$ cat config.mk
export PLATFORM = sky130hd
export DESIGN_NAME = signal_mixer
export DESIGN_NICKNAME = d
export VERILOG_FILES = /design/src/signal_mixer_pkg.sv /design/src/signal_mixer.sv
export VERILOG_INCLUDE_DIRS = /design/src
export SDC_FILE = /design/constraint.sdc
export NUM_CORES = 1
export LEC_CHECK = 0
export ABC_AREA = 1
export BUFFER_PORTS_ARGS = -buffer_cell sky130_fd_sc_hd__buf_2
export CORE_MARGIN = 4
export CORE_UTILIZATION = 40
export DETAILED_ROUTE_END_ITERATION = 8
export GPL_TIMING_DRIVEN = 0
export PLACE_DENSITY = 0.66
export SETUP_SLACK_MARGIN = 0.02
export SLEW_MARGIN = 10
export SYNTH_ARGS = -nofsm -noshare
export SYNTH_HDL_FRONTEND = slang
export SYNTH_SLANG_ARGS = --single-unit
export TNS_END_PERCENT = 1
$ cat constraint.sdc
create_clock -name clock -period 1.8 [get_ports clock]
set_clock_uncertainty 0.15 [all_clocks]
set_input_delay 0.36 -clock clock [delete_from_list [all_inputs] [get_ports clock]]
set_output_delay 0.36 -clock clock [all_outputs]
set_load 0.1 [all_outputs]
$ cat src/signal_mixer_consts.svh
`ifndef SIGNAL_MIXER_CONSTS_SVH
`define SIGNAL_MIXER_CONSTS_SVH

// ==========================================================
// select field width
`define SEL_WIDTH 4

// ==========================================================
// keying source select codes, all others connect nothing
`define KEY_SEL_SOFTWARE 4'h0
`define KEY_SEL_EXT_PIN 4'h1
`define KEY_SEL_PWM 4'h2
`define KEY_SEL_COMPARATOR 4'h6
`define KEY_SEL_SPI 4'h8
`define KEY_SEL_UART 4'ha

// ==========================================================
// carrier select codes, all others give ground
`define CAR_SEL_GROUND 4'h0
`define CAR_SEL_EXT_ONE 4'h1
`define CAR_SEL_EXT_TWO 4'h2
`define CAR_SEL_REFCLK 4'h3
`define CAR_SEL_PWM 4'h4

// ==========================================================
// reset values
`define CONTROL_RESET '0
`define RELEASE_RESET '0
`define LEVEL_RESET 1'h0

`endif

$ cat src/signal_mixer_pkg.sv
`default_nettype none
`include "signal_mixer_consts.svh"

package signal_mixer_pkg;

	// which carrier feeds the output
	typedef enum logic {
		USE_LOW = 1'b0,
		USE_HIGH = 1'b1
	} carrier_use_t;

	// software control bits
	typedef struct packed {
		logic mixer_enable;
		logic mixed_pin_output_enable;
		logic output_invert;
		logic software_keying_value;
		logic [`SEL_WIDTH-1:0] keying_source_select;
		logic keying_source_pin_disconnect;
		logic [`SEL_WIDTH-1:0] high_carrier_select;
		logic high_carrier_sync_enable;
		logic high_carrier_invert;
		logic high_carrier_pin_disconnect;
		logic [`SEL_WIDTH-1:0] low_carrier_select;
		logic low_carrier_sync_enable;
		logic low_carrier_invert;
		logic low_carrier_pin_disconnect;
	} control_t;

	// signals from on-chip peripherals and pins
	typedef struct packed {
		logic pwm_out;
		logic spi_data_out;
		logic spi_mode;
		logic comparator_out;
		logic uart_tx;
		logic refclk_out;
		logic external_keying_pin;
		logic external_carrier_pin_one;
		logic external_carrier_pin_two;
	} sources_t;

	// peripherals released from their default output pin
	typedef struct packed {
		logic pwm;
		logic spi;
		logic comparator;
		logic uart;
		logic refclk;
	} pin_release_t;

	// whole module state
	typedef struct packed {
		control_t ctrl;
		carrier_use_t active_carrier;
		logic mixed_level;
		logic keying_level;
		pin_release_t release_pins;
	} state_t;

endpackage

`default_nettype wire

$ cat src/signal_mixer.sv
`timescale 1ns/100ps
`default_nettype none
`include "signal_mixer_consts.svh"

// How it works
// output is the currently selected carrier gated by the keying state
// keying high mixes the high carrier, keying low the low carrier
// mixer only active while the enable bit is set
// disabled: both carriers forced to ground, keying forced to software bit
// disabling keeps stored selections; they act again once re-enabled
// pin enable clear: mixing continues but the output pin held low
// keying from pwm, spi data, comparator, uart tx, pin or software bit
// four-bit field selects the keying source
// carriers from pwm, reference clock, two carrier pins or ground
// separate four-bit select fields for high and low carriers
// with sync on, outgoing carrier pulse finishes low before switching
// separate sync enables for high and low carriers
// each carrier has its own polarity inversion bit
// per-carrier bit releases the selected peripheral from its pin
// software keying bit drives keying when selected
// keying disconnect bit releases the selected keying peripheral
// keying codes 0,1,2,6,8,a; every other code connects nothing
// output invert bit inverts the modulated output
// reset disables mixer and returns controls to defaults
// with sync off, carriers swap at once on keying change
// controls clocked under reset; mixing path itself is combinational
module signal_mixer (
	input wire logic clock, // system clock, 25 MHz
	input wire logic reset, // async reset, active high
	input wire logic clock_enable, // freezes all state when low
	input wire signal_mixer_pkg::control_t control, // software bits
	input wire signal_mixer_pkg::sources_t sources, // source signals
	output logic mixed_output_pin, // modulated output pin
	output logic mixed_output_status, // registered output readback
	output logic keying_status, // registered keying level
	output logic high_carrier_in_use, // registered carrier choice
	output signal_mixer_pkg::pin_release_t pin_release // pin releases
);

	// ==========================================================
	// state
	signal_mixer_pkg::state_t s_q;
	signal_mixer_pkg::state_t s_d;

	// ==========================================================
	// combinational mixing signals
	logic keying_raw;
	logic keying;
	logic high_src;
	logic low_src;
	logic high_carrier;
	logic low_carrier;
	logic out_sync_en;
	logic out_level;
	logic hold_old;
	signal_mixer_pkg::carrier_use_t target;
	signal_mixer_pkg::carrier_use_t use_now;
	logic mixed;
	logic mixed_polar;
	signal_mixer_pkg::pin_release_t release_d;

	// ==========================================================
	// keying source lookup
	function automatic logic key_pick(
		input logic [`SEL_WIDTH-1:0] sel,
		input signal_mixer_pkg::sources_t src,
		input logic sw
	);
		logic k;
		k = 1'b0;
		case (sel)
			`KEY_SEL_SOFTWARE: k = sw;
			`KEY_SEL_EXT_PIN: k = src.external_keying_pin;
			`KEY_SEL_PWM: k = src.pwm_out;
			`KEY_SEL_COMPARATOR: k = src.comparator_out;
			// spi data counts only while the port runs in spi mode
			`KEY_SEL_SPI: k = src.spi_data_out & src.spi_mode;
			`KEY_SEL_UART: k = src.uart_tx;
			default: k = 1'b0;
		endcase
		return k;
	endfunction

	// ==========================================================
	// carrier source lookup, shared by both carriers
	function automatic logic car_pick(
		input logic [`SEL_WIDTH-1:0] sel,
		input signal_mixer_pkg::sources_t src
	);
		logic c;
		c = 1'b0;
		case (sel)
			`CAR_SEL_GROUND: c = 1'b0;
			`CAR_SEL_EXT_ONE: c = src.external_carrier_pin_one;
			`CAR_SEL_EXT_TWO: c = src.external_carrier_pin_two;
			`CAR_SEL_REFCLK: c = src.refclk_out;
			`CAR_SEL_PWM: c = src.pwm_out;
			default: c = 1'b0; // unused codes read as ground
		endcase
		return c;
	endfunction

	// ==========================================================
	// source selection from the clocked control copy
	always_comb begin
		// selects are looked up every time; enable decides use
		keying_raw = key_pick(s_q.ctrl.keying_source_select, sources,
			s_q.ctrl.software_keying_value);
		high_src = car_pick(s_q.ctrl.high_carrier_select,
			sources);
		low_src = car_pick(s_q.ctrl.low_carrier_select,
			sources);
		if (s_q.ctrl.mixer_enable) begin
			keying = keying_raw;
			high_carrier = high_src ^ s_q.ctrl.high_carrier_invert;
			low_carrier = low_src ^ s_q.ctrl.low_carrier_invert;
		end else begin
			// parked on ground so nothing toggles while idle
			keying = s_q.ctrl.software_keying_value;
			high_carrier = 1'b0;
			low_carrier = 1'b0;
		end
	end

	// ==========================================================
	// carrier switching with optional synchronisation
	always_comb begin
		target = keying ? signal_mixer_pkg::USE_HIGH
			: signal_mixer_pkg::USE_LOW;
		case (s_q.active_carrier)
			signal_mixer_pkg::USE_HIGH: begin
				out_sync_en = s_q.ctrl.high_carrier_sync_enable;
				out_level = high_carrier;
			end
			signal_mixer_pkg::USE_LOW: begin
				out_sync_en = s_q.ctrl.low_carrier_sync_enable;
				out_level = low_carrier;
			end
			default: begin
				out_sync_en = 1'b0;
				out_level = 1'b0;
			end
		endcase
		// outgoing pulse still high and sync on: keep it to its end
		hold_old = (target != s_q.active_carrier) && out_sync_en
			&& out_level;
		// without sync the swap is immediate, same cycle as keying
		use_now = hold_old ? s_q.active_carrier : target;
	end

	// ==========================================================
	// output path, purely combinational so carriers can
	// run faster than the clock; the readback lags by a cycle
	always_comb begin
		case (use_now)
			signal_mixer_pkg::USE_HIGH: mixed = high_carrier;
			signal_mixer_pkg::USE_LOW: mixed = low_carrier;
			default: mixed = 1'b0;
		endcase
		mixed_polar = mixed ^ s_q.ctrl.output_invert;
	end

	// pin held low while its enable is clear, mixing carries on
	assign mixed_output_pin = s_q.ctrl.mixed_pin_output_enable
		& mixed_polar;

	// ==========================================================
	// pin release for each peripheral that feeds a source
	always_comb begin
		release_d = `RELEASE_RESET;
		if (s_q.ctrl.mixer_enable) begin
			if (s_q.ctrl.keying_source_pin_disconnect) begin
				case (s_q.ctrl.keying_source_select)
					`KEY_SEL_PWM: release_d.pwm = 1'b1;
					`KEY_SEL_COMPARATOR: release_d.comparator = 1'b1;
					`KEY_SEL_SPI: release_d.spi = 1'b1;
					`KEY_SEL_UART: release_d.uart = 1'b1;
					default: ;
				endcase
			end
			if (s_q.ctrl.high_carrier_pin_disconnect) begin
				case (s_q.ctrl.high_carrier_select)
					`CAR_SEL_PWM: release_d.pwm = 1'b1;
					`CAR_SEL_REFCLK: release_d.refclk = 1'b1;
					default: ;
				endcase
			end
			if (s_q.ctrl.low_carrier_pin_disconnect) begin
				case (s_q.ctrl.low_carrier_select)
					`CAR_SEL_PWM: release_d.pwm = 1'b1;
					`CAR_SEL_REFCLK: release_d.refclk = 1'b1;
					default: ;
				endcase
			end
		end
	end

	// ==========================================================
	// next state
	always_comb begin
		s_d = s_q;
		if (clock_enable) begin
			// control copy taken every enabled edge
			s_d.ctrl = control;
			s_d.active_carrier = use_now;
			s_d.mixed_level = mixed_output_pin;
			s_d.keying_level = keying;
			s_d.release_pins = release_d;
		end
	end

	// ==========================================================
	// state register; reset clears every control bit,
	// which leaves the mixer disabled and the pin low
	always_ff @(posedge clock or posedge reset) begin
		if (reset) begin
			s_q.ctrl <= `CONTROL_RESET;
			s_q.active_carrier <= signal_mixer_pkg::USE_LOW;
			s_q.mixed_level <= `LEVEL_RESET;
			s_q.keying_level <= `LEVEL_RESET;
			s_q.release_pins <= `RELEASE_RESET;
		end else begin
			s_q <= s_d;
		end
	end

	// ==========================================================
	// registered status
	assign mixed_output_status = s_q.mixed_level;
	assign keying_status = s_q.keying_level;
	assign high_carrier_in_use =
		(s_q.active_carrier == signal_mixer_pkg::USE_HIGH);
	assign pin_release = s_q.release_pins;

endmodule // signal_mixer

`default_nettype wire

==> flow_summary.yaml <==
global_routing:
  grt_usage_pct: 17.03
  grt_max_degree: 32
  grt_pass1_vias: 1528
  antenna_found_initial: 0
  grt_pass1_wl_um: 6782
  grt_remaining_overflow: 0
sta:
  min_period_ps: 2496
  slew_violations: 0
  min_period_over_period_pct: 138.7
  slew_headroom_pct: 56.16
  max_freq_mhz: 400.7
  worst_pin_slew_ps: 656.6
  setup_viol: 1
  worst_slack_ps: -695.8
  holdWs_ps: 16.09
  final-hold-violation-count: 0
  rsz0062_at_grt: "yes"
finish:
  layout-drive-gt1-share_pct: 33.46
  nNetsFinal: 297
  n_antenna_cell: 0
  syn2layout_area_growth_pct: 29.13
  final_util_pct: 54.71
clock_tree:
  cts_tree: "done"
  root_buffer: "clkbuf_8"
  cts.sinks: 31
  cts_buffer_depth: 2
  clk_pin_slew_ps: 70
  numCtsBuffers: 5
  htree_levels: 2
  clk_latency_ps: 280
yosys:
  yosysUniqueCellTypes: 22
  syn_nets: 243
  synth_common_cells: "nand2_1, dfrtp_1, inv_1, o21ai_0, nand3_1"
  synth_area_leaders: "dfrtp_1, nand2_1, o21ai_0, inv_1, nand3_1"
  synthCells: 208
  synthArstFlopShare_pct: 100.0
  synthesis.area_sq_um: 1598
  synth_flop_cell: "dfrtp_1"
  seq_area_frac_synth_pct: 48.55
  yosys.area.top_type: "dfrtp_1"
  ys_ff_latch: 31
  synth_most_common_cell: "nand2_1"
  synth_edf_count: 0
  synth_area_per_cell_sq_um: 7.682
  synth_top_area_share_pct: 48.55
  yosys_warnings: 0
critical_path:
  r2r_cells: 12
  crit_type: "register to primary output"
  cp.required_ps: 1290
  slowest_stage: "dfrtp_1"
  cpPeakStageDelay_ps: 440
  worstReg2RegEnd: "mixed_output_status"
  cp-end-kind: "primary output"
  rrSetupSlack_ps: 70
  crit_path_start_kind: "register"
  worst_ep_arrival_time_ps: 1990
  path_max_fanout: 3
  crit_start: "s_q[24]"
  r2r-start: "s_q[24]"
  path_cells: "nand2_4 -> inv_4 -> nand4_1 -> nand2_2 -> o21ai_2 -> nand2_1 -> nand2_2 -> nand3_1 -> nand3_1 -> and3_4 -> buf_12"
  critPathCapture: "mixed_output_pin"
die:
  coreArea_sq_um: 3771
  die_area_sq_um: 5069
  fp.dieW_um: 71.20
  die_y_um: 71.20
  io_pins: 44
  rows: 22
  start_util_pct: 42.37
routing:
  routed_wl_um: 4025
  avgViaCountPerCell: 4.833
  vias: 1503
  first_pass_iters: 4
  wl_per_cell_um: 12.94
  postRouteAntennaNets: 0
  drt_iter0_drc: 69
  drc: 0
run_status:
  outcome: "finished, violations left"
  violations: "negative setup slack"
pwr:
  irDropWorstVdd_mv: 0.6005
  powerDensity_nw_per_um2: 901.5
  leakage_nw: 1.126
flow_run:
  cap_violations: 0
placed_design:
  io_buffers: 42
  dp_hpwl_um: 2894
  place.gp.congestion: 0.7718
worst_hold_path:
  hold_class: "input pin to asynchronous set/reset pin"
## worst min-delay path by stage
stage,startpoint,end,slack [ps],depth (start not counted)
2_1_floorplan,s_q[17],s_q[17],290,2
3_3_place_gp,s_q[27],s_q[27],310,2
3_5_place_dp,mixed_output_status,mixed_output_status,310,2
4_1_cts,control[21],s_q[29],110,3
5_1_grt,reset,s_q[29],70,2
6_report,reset,s_q[29],20,2
## registers in the layout, summed over array words and instances (netlist names)
name,count
high_carrier_in_use,1
s_q,23
keying_status,1
pin_release,5
mixed_output_status,1
## logic make-up after synthesis
logic type,count (synthesis),share of synthesized area [%]
and+or+nand+nor,111,31.25
buffers and inverters,38,10.26
DFF,31,48.55
AOI/OAI and AO/OA,28,9.946
## repair_timing
item                       4_1_cts  5_1_grt
setup buffers                    3        2
resized for setup               10        7
hold buffers                     0        0
pin swaps                        4        4
setup endpoints to repair        1        2
## critical path, delay by kind of cell, from the launching register on
family,cells,cell delay [ps]
simple gates,8,910
compound gates,1,150
buf+inv,2,210
flops,1,440
## metrics by stage
step	instance area, sq um	total power, mW	worst slack, ps	TNS (ps)	std cells
after floorplan	1609	1.117	-225.1	-225.1	208
after global placement	1879	1.219	-588.8	-588.8	298
after detailed placement	1879	1.227	-600.8	-610.9	298
after CTS	2034	1.863	-676.8	-676.8	309
after global routing	2063	1.972	-825.7	-982.3	311
final	2063	1.860	-695.8	-695.8	311
## routing by layer
metal  part of all wire (%)  GRT usage (%)  wire length (um)  vias to the layer above
met3                    6.8          4.403               273                        2
met2                     51          29.29              2066                       41
met5                      0              0                 0                        -
li1                       -              -                 -                      772
met4                  0.099          5.010                 4                        0
met1                     42          20.85              1681                      688
## cell usage in the layout (no fill, tap or decap), drive strengths merged
| cell | count |
|---|---|
| nand3 | 14 |
| a22o | 1 |
| buf | 54 |
| dfrtp | 31 |
| o21ai | 22 |
| o41ai | 1 |
| inv | 26 |
| nor3 | 1 |
| a31oi | 3 |
| nor2 | 13 |
| clkbuf | 13 |
| o32ai | 1 |
| and3 | 1 |
| nand4 | 8 |
| nand2 | 74 |
## area by class of cell
type	count	area, sq um
tap	48	60.06
fill	385	1708
clock buffer	8	100.1
sequential	31	780.7
multi-input combinational	139	693.2
buffer	12	66.31
inverter	26	100.1
timing repair buffer	47	262.8
## power by group
group          switching [mW]  internal (mW)  leakage [nW]
sequential             0.0478          0.758         0.384
clock                   0.252          0.349        0.0515
combinational           0.308          0.146         0.691
total                   0.607           1.25          1.13
Power figures use the tool's default switching activity.
